**src/rtsr_cfg.svh**
```systemverilog
/*
 * Register map, field positions, reset values and frame constants for the
 * radio tuning and status register bank.
 * Assumes it is included by bare name by the files that need it.
 */
`ifndef RTSR_CFG_SVH
`define RTSR_CFG_SVH

// ----------------------------------------------------------------------
// Register offsets
// ----------------------------------------------------------------------
`define RTSR_ADDR_W             6
`define RTSR_ADDR_STRENGTH      6'h22
`define RTSR_ADDR_TX_POWER      6'h23
`define RTSR_ADDR_XTAL_TRIM     6'h24
`define RTSR_ADDR_OSC_SLOPE     6'h26

// ----------------------------------------------------------------------
// Field layout
// ----------------------------------------------------------------------
`define RTSR_STRENGTH_W         5
`define RTSR_PA_W               3
`define RTSR_TRIM_W             6
`define RTSR_SLOPE_W            2
`define RTSR_CLKOUT_DIS_BIT     6
`define RTSR_SLOPE_LSB          6
`define RTSR_CMD_WRITE_BIT      7
`define RTSR_RSVD_STRENGTH      2'h0

// ----------------------------------------------------------------------
// Reset values and frame constants
// ----------------------------------------------------------------------
`define RTSR_BYTE_RST           8'h00
`define RTSR_PA_RST             3'h0
`define RTSR_TRIM_RST           6'h00
`define RTSR_STRENGTH_RST       5'h00
`define RTSR_BIT_LAST           3'h7
`define RTSR_BIT_FIRST          3'h0
`define RTSR_ADDR_STEP          6'h01

`endif

```
**src/rtsr_pkg.sv**
```systemverilog
/*
 * Types shared by the radio tuning and status register bank.
 * Assumes rtsr_cfg.svh supplies the widths.
 */
`include "rtsr_cfg.svh"

package rtsr_pkg;

    // ------------------------------------------------------------------
    // Serial frame state, one-hot
    // ------------------------------------------------------------------
    typedef enum logic [2:0] {
        SPI_IDLE = 3'b001,
        SPI_CMD  = 3'b010,
        SPI_DATA = 3'b100
    } rtsr_spi_state_t;

    // ------------------------------------------------------------------
    // Oscillator slope codes
    // ------------------------------------------------------------------
    typedef enum logic [1:0] {
        SLOPE_OFF  = 2'b00,
        SLOPE_RSVD = 2'b01,
        SLOPE_2_3  = 2'b10,
        SLOPE_5_5  = 2'b11
    } rtsr_slope_t;

    // ------------------------------------------------------------------
    // Settings handed to the analog side
    // ------------------------------------------------------------------
    typedef struct packed {
        logic [`RTSR_PA_W-1:0]   pa_bias;
        logic                    clkout_disable;
        logic [`RTSR_TRIM_W-1:0] xtal_trim;
        rtsr_slope_t             slope;
    } rtsr_cfg_t;

    // Decoded slope adjust request
    typedef struct packed {
        logic adjust_en;
        logic wide_range;
    } rtsr_slope_ctl_t;

endpackage

```
**src/rtsr_regs.sv**
```systemverilog
/*
 * Radio tuning and status register bank behind a serial peripheral port.
 * Assumes a mode-0 host (sample on rising clock, shift on falling), serial
 * clock well below mclk/8, and receive-mode and strength inputs on mclk.
 */
//
// Behaviour
// - Strength register read-only, top two bits reserved
// - Bit five flags strength measurement valid
// - Five-bit unsigned strength, higher means stronger
// - One strength sample per entry into receive
// - Three-bit amplifier bias, higher code more power
// - Trim bit six stops reference clock output
// - Low six trim bits set oscillator load
// - Slope codes: wide, narrow, reserved, off
// - Slope field write-only, read value undefined
`timescale 1ns/1ps
`include "rtsr_cfg.svh"

module rtsr_regs
    import rtsr_pkg::*;
(
    // Clock and reset
    input  wire logic                        mclk,
    input  wire logic                        sys_rst,
    // Serial peripheral pins
    input  wire logic                        spi_sck,
    input  wire logic                        spi_cs_n,
    input  wire logic                        spi_mosi,
    output logic                             spi_miso_o,
    output logic                             spi_miso_oe,
    // Receive path status
    input  wire logic                        rx_mode,
    input  wire logic                        strength_ready,
    input  wire logic [`RTSR_STRENGTH_W-1:0] strength_sample,
    // Settings to the analog side
    output rtsr_cfg_t                        cfg,
    output rtsr_slope_ctl_t                  slope_ctl,
    output logic                             reference_clock_output_pin_en
);

    // ------------------------------------------------------------------
    // Pin synchronisers
    // ------------------------------------------------------------------
    logic sck_s;
    logic cs_n_s;
    logic mosi_s;

    rtsr_sync #(
        .W       (3),
        .RST_VAL (3'b010)
    ) u_sync (
        .mclk      (mclk),
        .sys_rst   (sys_rst),
        .pin_in    ({spi_sck, spi_cs_n, spi_mosi}),
        .level_out ({sck_s, cs_n_s, mosi_s})
    );

    // ------------------------------------------------------------------
    // Serial frame engine
    // ------------------------------------------------------------------
    rtsr_spi_state_t         st_r, st_nxt;
    logic                    sck_d_r, sck_d_nxt;
    logic [2:0]              bit_r, bit_nxt;
    logic [7:0]              rx_sh_r, rx_sh_nxt;
    logic [7:0]              tx_sh_r, tx_sh_nxt;
    logic [`RTSR_ADDR_W-1:0] addr_r, addr_nxt;
    logic                    wr_r, wr_nxt;
    logic                    miso_r, miso_nxt;
    logic                    oe_r, oe_nxt;
    logic                    sck_rise;
    logic                    sck_fall;
    logic [7:0]              rx_byte;
    logic                    wr_stb;
    logic [`RTSR_ADDR_W-1:0] wr_addr;
    logic [7:0]              wr_data;

    assign sck_rise = sck_s & ~sck_d_r;
    assign sck_fall = ~sck_s & sck_d_r;
    assign rx_byte  = {rx_sh_r[6:0], mosi_s};

    // Read mux, also used to preload the shifter for burst reads
    function automatic logic [7:0] rd_mux(input logic [`RTSR_ADDR_W-1:0] a,
                                          input logic [7:0] strength_byte,
                                          input rtsr_cfg_t c);
        logic [7:0] v;
        v = `RTSR_BYTE_RST;
        case (a)
            `RTSR_ADDR_STRENGTH:  v = strength_byte;
            `RTSR_ADDR_TX_POWER:  v = {5'h00, c.pa_bias};
            `RTSR_ADDR_XTAL_TRIM: v = {1'b0, c.clkout_disable, c.xtal_trim};
            `RTSR_ADDR_OSC_SLOPE: v = `RTSR_BYTE_RST;
            default:              v = `RTSR_BYTE_RST;
        endcase
        return v;
    endfunction

    logic [7:0] strength_byte;
    rtsr_cfg_t  cfg_r;

    // Command byte: write flag, reserved bit, address; then data bytes
    always_comb begin
        st_nxt    = st_r;
        sck_d_nxt = sck_s;
        bit_nxt   = bit_r;
        rx_sh_nxt = rx_sh_r;
        tx_sh_nxt = tx_sh_r;
        addr_nxt  = addr_r;
        wr_nxt    = wr_r;
        miso_nxt  = miso_r;
        oe_nxt    = ~cs_n_s;
        wr_stb    = 1'b0;
        wr_addr   = addr_r;
        wr_data   = rx_byte;
        case (st_r)
            SPI_IDLE: begin
                bit_nxt  = `RTSR_BIT_FIRST;
                miso_nxt = 1'b0;
                if (!cs_n_s) begin
                    st_nxt = SPI_CMD;
                end
            end
            SPI_CMD: begin
                if (sck_rise) begin
                    rx_sh_nxt = rx_byte;
                    bit_nxt   = bit_r + 3'h1;
                    if (bit_r == `RTSR_BIT_LAST) begin
                        wr_nxt    = rx_byte[`RTSR_CMD_WRITE_BIT];
                        addr_nxt  = rx_byte[`RTSR_ADDR_W-1:0];
                        tx_sh_nxt = rd_mux(rx_byte[`RTSR_ADDR_W-1:0], strength_byte,
                                           cfg_r);
                        st_nxt    = SPI_DATA;
                    end
                end
            end
            SPI_DATA: begin
                if (sck_fall) begin
                    miso_nxt  = tx_sh_r[7];
                    tx_sh_nxt = {tx_sh_r[6:0], 1'b0};
                end
                if (sck_rise) begin
                    rx_sh_nxt = rx_byte;
                    bit_nxt   = bit_r + 3'h1;
                    if (bit_r == `RTSR_BIT_LAST) begin
                        // Byte complete: commit, then step for bursts
                        wr_stb    = wr_r;
                        addr_nxt  = addr_r + `RTSR_ADDR_STEP;
                        tx_sh_nxt = rd_mux(addr_r + `RTSR_ADDR_STEP, strength_byte,
                                           cfg_r);
                    end
                end
            end
            default: begin
                st_nxt = SPI_IDLE;
            end
        endcase
        // Deselect aborts any partial byte; it is never committed
        if (cs_n_s) begin
            st_nxt = SPI_IDLE;
            wr_stb = 1'b0;
        end
    end

    always_ff @(posedge mclk) begin
        if (sys_rst) begin
            st_r    <= SPI_IDLE;
            sck_d_r <= 1'b0;
            bit_r   <= `RTSR_BIT_FIRST;
            rx_sh_r <= `RTSR_BYTE_RST;
            tx_sh_r <= `RTSR_BYTE_RST;
            addr_r  <= '0;
            wr_r    <= 1'b0;
            miso_r  <= 1'b0;
            oe_r    <= 1'b0;
        end else begin
            st_r    <= st_nxt;
            sck_d_r <= sck_d_nxt;
            bit_r   <= bit_nxt;
            rx_sh_r <= rx_sh_nxt;
            tx_sh_r <= tx_sh_nxt;
            addr_r  <= addr_nxt;
            wr_r    <= wr_nxt;
            miso_r  <= miso_nxt;
            oe_r    <= oe_nxt;
        end
    end

    // ------------------------------------------------------------------
    // Settings registers
    // ------------------------------------------------------------------
    rtsr_cfg_t       cfg_nxt;
    rtsr_slope_ctl_t slope_r, slope_nxt;
    logic            clk_en_r, clk_en_nxt;

    // Reserved bits are dropped on write, so they always read back zero
    always_comb begin
        cfg_nxt = cfg_r;
        if (wr_stb) begin
            case (wr_addr)
                `RTSR_ADDR_TX_POWER: begin
                    cfg_nxt.pa_bias = wr_data[`RTSR_PA_W-1:0];
                end
                `RTSR_ADDR_XTAL_TRIM: begin
                    cfg_nxt.clkout_disable = wr_data[`RTSR_CLKOUT_DIS_BIT];
                    cfg_nxt.xtal_trim      = wr_data[`RTSR_TRIM_W-1:0];
                end
                `RTSR_ADDR_OSC_SLOPE: begin
                    cfg_nxt.slope = rtsr_slope_t'(
                        wr_data[`RTSR_SLOPE_LSB +: `RTSR_SLOPE_W]);
                end
                default: begin
                    cfg_nxt = cfg_r;
                end
            endcase
        end
        // Decode follows the stored code; the reserved code adjusts nothing
        case (cfg_nxt.slope)
            SLOPE_5_5: slope_nxt = '{adjust_en: 1'b1, wide_range: 1'b1};
            SLOPE_2_3: slope_nxt = '{adjust_en: 1'b1, wide_range: 1'b0};
            default:   slope_nxt = '{adjust_en: 1'b0, wide_range: 1'b0};
        endcase
        clk_en_nxt = ~cfg_nxt.clkout_disable;
    end

    always_ff @(posedge mclk) begin
        if (sys_rst) begin
            cfg_r    <= '{pa_bias: `RTSR_PA_RST, clkout_disable: 1'b0,
                          xtal_trim: `RTSR_TRIM_RST, slope: SLOPE_OFF};
            slope_r  <= '{adjust_en: 1'b0, wide_range: 1'b0};
            clk_en_r <= 1'b1;
        end else begin
            cfg_r    <= cfg_nxt;
            slope_r  <= slope_nxt;
            clk_en_r <= clk_en_nxt;
        end
    end

    // ------------------------------------------------------------------
    // Signal strength capture
    // ------------------------------------------------------------------
    logic                        rx_d_r, rx_d_nxt;
    logic                        armed_r, armed_nxt;
    logic                        valid_r, valid_nxt;
    logic [`RTSR_STRENGTH_W-1:0] value_r, value_nxt;

    // Entering receive arms one capture and drops the old result; the
    // first sample after that is kept until the next entry into receive
    always_comb begin
        rx_d_nxt  = rx_mode;
        armed_nxt = armed_r;
        valid_nxt = valid_r;
        value_nxt = value_r;
        if (rx_mode && !rx_d_r) begin
            armed_nxt = 1'b1;
            valid_nxt = 1'b0;
        end else if (armed_r && rx_mode && strength_ready) begin
            armed_nxt = 1'b0;
            valid_nxt = 1'b1;
            value_nxt = strength_sample;
        end
        if (!rx_mode) begin
            armed_nxt = 1'b0;
        end
    end

    always_ff @(posedge mclk) begin
        if (sys_rst) begin
            rx_d_r  <= 1'b0;
            armed_r <= 1'b0;
            valid_r <= 1'b0;
            value_r <= `RTSR_STRENGTH_RST;
        end else begin
            rx_d_r  <= rx_d_nxt;
            armed_r <= armed_nxt;
            valid_r <= valid_nxt;
            value_r <= value_nxt;
        end
    end

    // Reserved top bits read zero
    assign strength_byte = {`RTSR_RSVD_STRENGTH, valid_r, value_r};

    // ------------------------------------------------------------------
    // Outputs, all from flops
    // ------------------------------------------------------------------
    assign spi_miso_o                    = miso_r;
    assign spi_miso_oe                   = oe_r;
    assign cfg                           = cfg_r;
    assign slope_ctl                     = slope_r;
    assign reference_clock_output_pin_en = clk_en_r;

endmodule

```
**src/rtsr_sync.sv**
```systemverilog
/*
 * Three-stage pin synchroniser with agreement filter, one lane per bit.
 * Assumes the inputs are asynchronous to mclk and change slowly against it.
 */
`timescale 1ns/1ps

module rtsr_sync #(
    parameter int          W       = 1,
    parameter logic [W-1:0] RST_VAL = '0
) (
    // Clock and reset
    input  wire logic         mclk,
    input  wire logic         sys_rst,
    // Pins and filtered levels
    input  wire logic [W-1:0] pin_in,
    output logic      [W-1:0] level_out
);

    // ------------------------------------------------------------------
    // Per-bit chain
    // ------------------------------------------------------------------
    genvar g;
    generate
        for (g = 0; g < W; g++) begin : g_lane
            logic s1_r;
            logic s2_r;
            logic s3_r;
            logic out_r;
            logic out_nxt;

            // Output moves only when stages two and three agree
            always_comb begin
                out_nxt = (s2_r == s3_r) ? s3_r : out_r;
            end

            // The first stage feeds the second and nothing else
            always_ff @(posedge mclk) begin
                if (sys_rst) begin
                    s1_r  <= RST_VAL[g];
                    s2_r  <= RST_VAL[g];
                    s3_r  <= RST_VAL[g];
                    out_r <= RST_VAL[g];
                end else begin
                    s1_r  <= pin_in[g];
                    s2_r  <= s1_r;
                    s3_r  <= s2_r;
                    out_r <= out_nxt;
                end
            end

            assign level_out[g] = out_r;
        end
    endgenerate

endmodule

```
**config.mk**
```make
export PLATFORM = sky130hd
export DESIGN_NAME = rtsr_regs
export DESIGN_NICKNAME = d
export VERILOG_FILES = /design/src/rtsr_pkg.sv /design/src/rtsr_regs.sv /design/src/rtsr_sync.sv
export VERILOG_INCLUDE_DIRS = /design/src
export SDC_FILE = /design/constraint.sdc
export NUM_CORES = 1
export LEC_CHECK = 0
export ABC_CLOCK_PERIOD_IN_PS = 2650
export BUFFER_PORTS_ARGS = -buffer_cell sky130_fd_sc_hd__buf_2
export CORE_UTILIZATION = 59
export CTS_CLUSTER_DIAMETER = 80
export CTS_CLUSTER_SIZE = 10
export DETAILED_ROUTE_END_ITERATION = 7
export PLACE_DENSITY = 0.77
export SLEW_MARGIN = 10
export SYNTH_ARGS = -nofsm -noshare
export SYNTH_HDL_FRONTEND = slang
export SYNTH_SLANG_ARGS = --single-unit
```
**constraint.sdc**
```tcl
create_clock -name mclk -period 2.65 [get_ports mclk]
set_input_delay 0.53 -clock mclk [delete_from_list [all_inputs] [get_ports mclk]]
set_output_delay 0.53 -clock mclk [all_outputs]
set_load 0.1 [all_outputs]
```
==> results of run 1 <==
==> worst reg2reg max path, cell delays in order (launching register included) <==
cell and delay, ps:
dfxtp_1 500, ha_1 420, nand3_2 140, or4_4 540
a311oi_2 380, a221oi_1 160, o22ai_1 130
==> Yosys cell counts, types with 2 or more instances <==
| master | instances | share of area |
|---|---|---|
| dfxtp_1 | 66 | 0.41 |
| nand2_1 | 34 | 0.040 |
| nor2_1 | 32 | 0.038 |
| mux2i_1 | 24 | 0.075 |
| a21oi_1 | 22 | 0.035 |
| o21ai_0 | 16 | 0.025 |
| clkbuf_1 | 12 | 0.014 |
| nor2b_1 | 12 | 0.024 |
| inv_1 | 11 | 0.013 |
| nand3_1 | 10 | 0.016 |
| buf_2 | 7 | 0.011 |
| ha_1 | 7 | 0.027 |
| nor3_1 | 6 | 0.0094 |
| or2_2 | 6 | 0.012 |
| a22oi_1 | 5 | 0.012 |
| a31oi_1 | 5 | 0.0098 |
| nand3b_1 | 5 | 0.012 |
| o22ai_1 | 5 | 0.0098 |
| a221oi_1 | 4 | 0.011 |
| a2bb2oi_1 | 4 | 0.011 |
| and3_1 | 4 | 0.0078 |
| nand2b_1 | 4 | 0.0078 |
| nand4_1 | 4 | 0.0078 |
| mux2_2 | 3 | 0.011 |
| o2bb2ai_1 | 3 | 0.0082 |
| o32ai_1 | 3 | 0.0082 |
| a211oi_1 | 2 | 0.0047 |
| a311oi_1 | 2 | 0.0055 |
| buf_1 | 2 | 0.0024 |
| nor2_2 | 2 | 0.0039 |
| nor3b_1 | 2 | 0.0047 |
| nor4_1 | 2 | 0.0039 |
==> routing by layer <==
| layer | share of wire | up-vias |
|---|---|---|
| met4 | 0.018 | 0 |
| met3 | 0.058 | 15 |
| li1 | - | 1325 |
| met1 | 0.47 | 1310 |
| met5 | 0 | - |
| met2 | 0.45 | 99 |
==> power by group through the flow <==
stage | clock network [uW] | registers, uW | logic, uW
2_1_floorplan | 0 | 1030 | 21.7
3_3_place_gp | 0 | 1030 | 33.6
3_5_place_dp | 0 | 1030 | 34.0
4_1_cts | 876 | 1000 | 34.2
5_1_grt | 917 | 1000 | 37.8
6_report | 863 | 1000 | 33.9
==> cells by family after synthesis <==
| group | synth area share |
|---|---|
| flops | 0.414 |
| mux | 0.0859 |
| xor+xnor | 0.00549 |
| buf+inv | 0.0463 |
| compound gates | 0.195 |
| fa+ha+maj | 0.0274 |
| simple gates | 0.226 |
==> area by class of cell <==
| cell class | instances | area (um2) |
|---|---|---|
| Inverter | 11 | 41.3 |
| Sequential cell | 66 | 1320 |
| Multi-Input combinational cell | 258 | 1720 |
| Fill cell | 427 | 1630 |
| Tap cell | 70 | 87.6 |
| Timing Repair Buffer | 32 | 170 |
| Clock inverter | 5 | 52.6 |
| Clock buffer | 11 | 151 |
==> state kept, by name (all words and copies together) (netlist names) <==
name,flops
u_sync.g_lane.s3_r,3
spi_miso_o,1
u_sync.g_lane.out_r,3
valid_r,1
cfg,12
reference_clock_output_pin_en,1
rx_sh_r,7
armed_r,1
wr_r,1
st_r,3
addr_r,6
bit_r,3
u_sync.g_lane.s1_r,3
tx_sh_r,8
spi_miso_oe,1
rx_d_r,1
sck_d_r,1
slope_ctl,2
u_sync.g_lane.s2_r,3
value_r,5
==> through the flow <==
step,utilization,hold WS (ps),instances,instance area (um2),worst slack (ps)
after detailed placement,0.646,397,437,3340,337
after CTS,0.686,358,453,3550,321
after floorplan,-,389,358,3190,632
final,0.686,366,453,3550,311
after global placement,0.646,392,437,3340,465
after global routing,0.686,377,453,3550,183
==> path summary, 6_finish.rpt <==
kind	startpoint	slack [ps]	to
hold / removal	spi_cs_n	370	u_sync.g_lane[1].s1_r$_SDFF_PP1_
hold reg to reg	u_sync.g_lane[1].s1_r$_SDFF_PP1_	410	u_sync.g_lane[1].s2_r$_SDFF_PP1_
setup reg to reg	addr_r[1]$_SDFFE_PP0P_	310	tx_sh_r[3]$_SDFFE_PP0P_
setup / recovery	addr_r[1]$_SDFFE_PP0P_	310	tx_sh_r[3]$_SDFFE_PP0P_
==> results by group, run 1 <==
STA
  – Worst-margin pin slew: approximately 640 ps
  – RSZ-0062 raised after global routing: no
  – Max_slew headroom: 0.570
  – Fin crit period: 2340 ps
  – Fin crit share: 0.883
  – Fin. max-slew vios: 0
  – Clock skew: about 11 ps
  – Max frequency: around 0.43 GHz
  – Setup TNS: 0 ps
  – Hold violation count in the final report: 0
  – Final setup violation count: 0

Outcome
  – Status: finished, final reports clean

Clock tree
  – Clock-pin slew on the worst setup and hold paths: around 70 ps
  – Clk buf depth: 2
  – Cts hold-fix bufs: 0
  – Clk Latency, worst-skew pair: around 340 ps
  – CTS tree: yes
  – Clock buffer count from CTS: 9
  – Cts repair resizes: 0
  – Htree depth: 3
  – Sink Count: 66
  – Root Buffer Master: clkbuf_8
  – Post-CTS setup buffer count: 0

Drt
  – Wirelength per Cell: 15.8 um
  – ANT nets after route: 0
  – Drt first pass iters: 5
  – Residual DRC: 0
  – Vias per inst: ~6
  – DR iter-0 viols: around 230
  – WL final: 7160 um
  – Vias: approximately 2.7k

Power and ir drop
  – Final Total Pwr: between 1500 and 2000 uW
  – Static Leak: between 0.001 and 0.0015 uW
  – Sequential share of power: 0.528
  – IR drop worst, VDD: 515 uV
  – Clock network fraction of design power: 0.454
  – Net switching power: approximately 410 uW
  – Cell-internal power: around 1500 uW
  – Power Dens Cells: roughly 540 mW/mm2
  – Sw frac: 0.214
  – Comb power frac: 0.018

Setup path
  – Buf+Inv Stages, Crit Path: 0
  – Crit path largest cell delay: 540 ps
  – Critical path capture point type: flip-flop
  – Worst r2r path cells: 6
  – Crit path launch type: flip-flop
  – CP Max Fanout: 9
  – Worst path required time: just under 3000 ps
  – Slowest-stage cell, CP: or4_4
  – Crit path depth: 6
  – CP Class: flip-flop to flip-flop
  – Worst path top cell family by delay: simple AND/OR/NAND/NOR gates
  – Sequence of cells on the critical path: ha_1, nand3_2, or4_4, a311oi_2, a221oi_1, o22ai_1
  – Arrival @ worst endpoint: 2610 ps

Finish
  – Share of cells above drive strength 1: 0.188
  – Most frequent cells in the layout: dfxtp_1 (66), nand2_1 (34), nor2_1 (32), buf_2 (28), mux2i_1 (24)
  – ANT cells: 0
  – Fin nets: between 300 and 400
  – P&R area growth vs syn: 11.1%
  – Most common cell after layout, fill and taps aside: dfxtp_1

Floorplanning
  – Die width: between 70 and 80 um
  – Site Rows: 26
  – Die H: approximately 76 um
  – Initial Util: 0.617
  – Die ar.: 0.00571 mm2
  – I/O pin count: 29
  – CORE AREA: a little over 0.005 mm2

Placement
  – Final weighted congestion in routability-driven placement: between 0.8 and 0.9
  – Port-buffer cells: 28
  – Hpwl dp: about 5000 um

GRT
  – Met3 Use GR: 0.0503
  – Largest net degree at the start of global routing: 38
  – Initial antenna violation count: 0
  – Vias in the first global route: 2419
  – GRT Max-Usage Layer: met2
  – GRT Overall Usage: 0.272
  – Met2 GRT Util: 0.411
  – First-pass GRT wire length: around 12000 um
  – Global-route met1 utilization: 0.381
  – Gr ovfl total: 0

Logic synthesis
  – Ys async rst share: 0
  – Syn Inst Count: approximately 360
  – FF+latch count, synth: 66
  – Post-Synthesis Net Count: ~380
  – Syn Area/Cell: approximately 8.9 um2
  – Ys Warns: 0
  – Ys flop type: dfxtp_1
  – Post-synth EDFFs: 0
  – Mapped Area: between 0.003 and 0.004 mm2
  – Yosys cell types: 64
  – Sequential-to-total area share from yosys stat: 0.414

Flow run
  – Maxcap violations: 0

Worst hold path
  – HP Class: primary input to flip-flop
  – Hold Path Stages: 2
Power figures use the tool's default switching activity.
==> run 2, diff against run 1 <==
Settings changed: CTS_CLUSTER_DIAMETER 80 to 120, PLACE_DENSITY 0.77 to 0.89, SLEW_MARGIN 10 to unset.
==> results by group, run 2 (same netlist as run 1, synthesis figures left out) <==
Finish
  – Most common cell after layout, fill and taps aside: dfxtp_1
  – P&R area growth vs syn: 12.1%
  – Share of cells above drive strength 1: 0.186
  – Final core occ: 0.691
  – Final Cell Area: about 0.0036 mm2
  – Fin nets: 396
  – FILL cells: roughly 370
  – Most frequent cells in the layout: dfxtp_1 (66), nand2_1 (34), nor2_1 (32), buf_2 (28), mux2i_1 (24)
  – Max FFs per register: 12
  – ANT cells: 0

Power and ir drop
  – Power Dens Cells: 576 mW/mm2
  – IR drop worst, VDD: 536 uV
  – Static Leak: 0.00140 uW

Drt
  – Vias: about 2.8k
  – WL final: 7440 um
  – Drt first pass iters: 5
  – Wirelength per Cell: around 16 um
  – Vias per inst: 6.12
  – DR iter-0 viols: about 260
  – Residual DRC: 0
  – ANT nets after route: 0

GRT
  – Vias in the first global route: approximately 2.5k
  – Largest net degree at the start of global routing: 45
  – First-pass GRT wire length: approximately 12000 um
  – Initial antenna violation count: 0
  – GRT Overall Usage: 0.292
  – Gr ovfl total: 0

STA
  – Fin crit period: about 2400 ps
  – RSZ-0062 raised after global routing: no
  – Max frequency: around 0.42 GHz
  – Worst-margin pin slew: roughly 770 ps
  – Clock skew: 7.33 ps
  – Max_slew headroom: 0.490
  – Hold violation count in the final report: 0
  – Fin. max-slew vios: 0
  – Setup TNS: 0 ps
  – Fin crit share: 0.904
  – Final setup violation count: 0

Clock tree
  – Post-CTS setup buffer count: 0
  – CTS tree: yes
  – Cts hold-fix bufs: 0
  – Cts repair resizes: 0
  – Clk Latency, worst-skew pair: around 350 ps
  – Sink Count: 66
  – Htree depth: 3
  – Root Buffer Master: clkbuf_8
  – Clock buffer count from CTS: 9
  – Clock-pin slew on the worst setup and hold paths: about 70 ps
  – Clk buf depth: 2

Placement
  – Port-buffer cells: 28
  – Post-DP Area: ~0.0033 mm2
  – Hpwl dp: between 4000 and 5000 um
  – Final weighted congestion in routability-driven placement: between 0.8 and 0.9

Setup path
  – Worst R2R Start: addr_r[0]$_SDFFE_PP0P_
  – Critical path capture point type: flip-flop
  – CP Class: flip-flop to flip-flop
  – Worst path required time: about 2900 ps
  – Arrival @ worst endpoint: 2660 ps
  – CP Max Fanout: 10
  – Crit path launch: addr_r[0]$_SDFFE_PP0P_
  – Crit path launch type: flip-flop

Floorplanning
  – Die H: approximately 76 um
  – Initial Util: 0.617
  – Die ar.: 0.00571 mm2
  – Die width: 75.5 um
  – Site Rows: 26
  – I/O pin count: 29
  – CORE AREA: just over 0.005 mm2

Worst hold path
  – HP Class: primary input to flip-flop
  – Hold path start: spi_cs_n

Flow run
  – Maxcap violations: 0

Outcome
  – Status: finished, final reports clean
==> run 2: area by class of cell <==
| class | instances | area, um2 | area share |
|---|---|---|---|
| Clock buffer | 9 | 124 | 0.0346 |
| Clock inverter | 7 | 118 | 0.0329 |
| Inverter | 11 | 41.3 | 0.0115 |
| Multi-Input combinational cell | 258 | 1720 | 0.481 |
| Sequential cell | 66 | 1320 | 0.369 |
| Tap cell | 70 | 87.6 | 0.0245 |
| Timing Repair Buffer | 31 | 163 | 0.0455 |
==> run 2: power by group <==
| part | switching (uW) | internal (uW) | leakage (uW) |
|---|---|---|---|
| clock | 400 | 622 | 0.000111 |
| combinational | 20.7 | 13.4 | 0.000758 |
| sequential | 4.74 | 999 | 0.000534 |
==> run 2: metal layers <==
layer	track usage	vias up	share of wire
met5	0	-	0
met4	0.107	0	0.023
met3	0.0926	20	0.073
met2	0.465	102	0.47
met1	0.374	1315	0.43
li1	-	1331	-
==> run 2: path summary, 6_finish.rpt <==
kind,endpoint,slack [ps],depth (start not counted)
worst max-delay path,tx_sh_r[4]$_SDFFE_PP0P_,260,6
worst max register to register,tx_sh_r[4]$_SDFFE_PP0P_,260,6
worst min-delay path,u_sync.g_lane[1].s1_r$_SDFF_PP1_,360,2
worst min register to register,u_sync.g_lane[1].s2_r$_SDFF_PP1_,410,1
==> run 2: stage by stage <==
stage	std cells	hold slack [ps]	worst slack (ps)	power, uW
floorplan	358	389	632	1050
finish	452	361	255	2060
CTS	452	353	289	2070
detailed placement	436	398	321	1060
global placement	436	394	460	1060
global route	452	365	112	2120
==> run 2: worst max-delay path, stage by stage, from the launching register on <==
cell and delay (ps):
dfxtp_1 520, ha_1 430, nand3_2 140, or4_4 550, a311oi_2 370, a221oi_1 160
o22ai_1 150
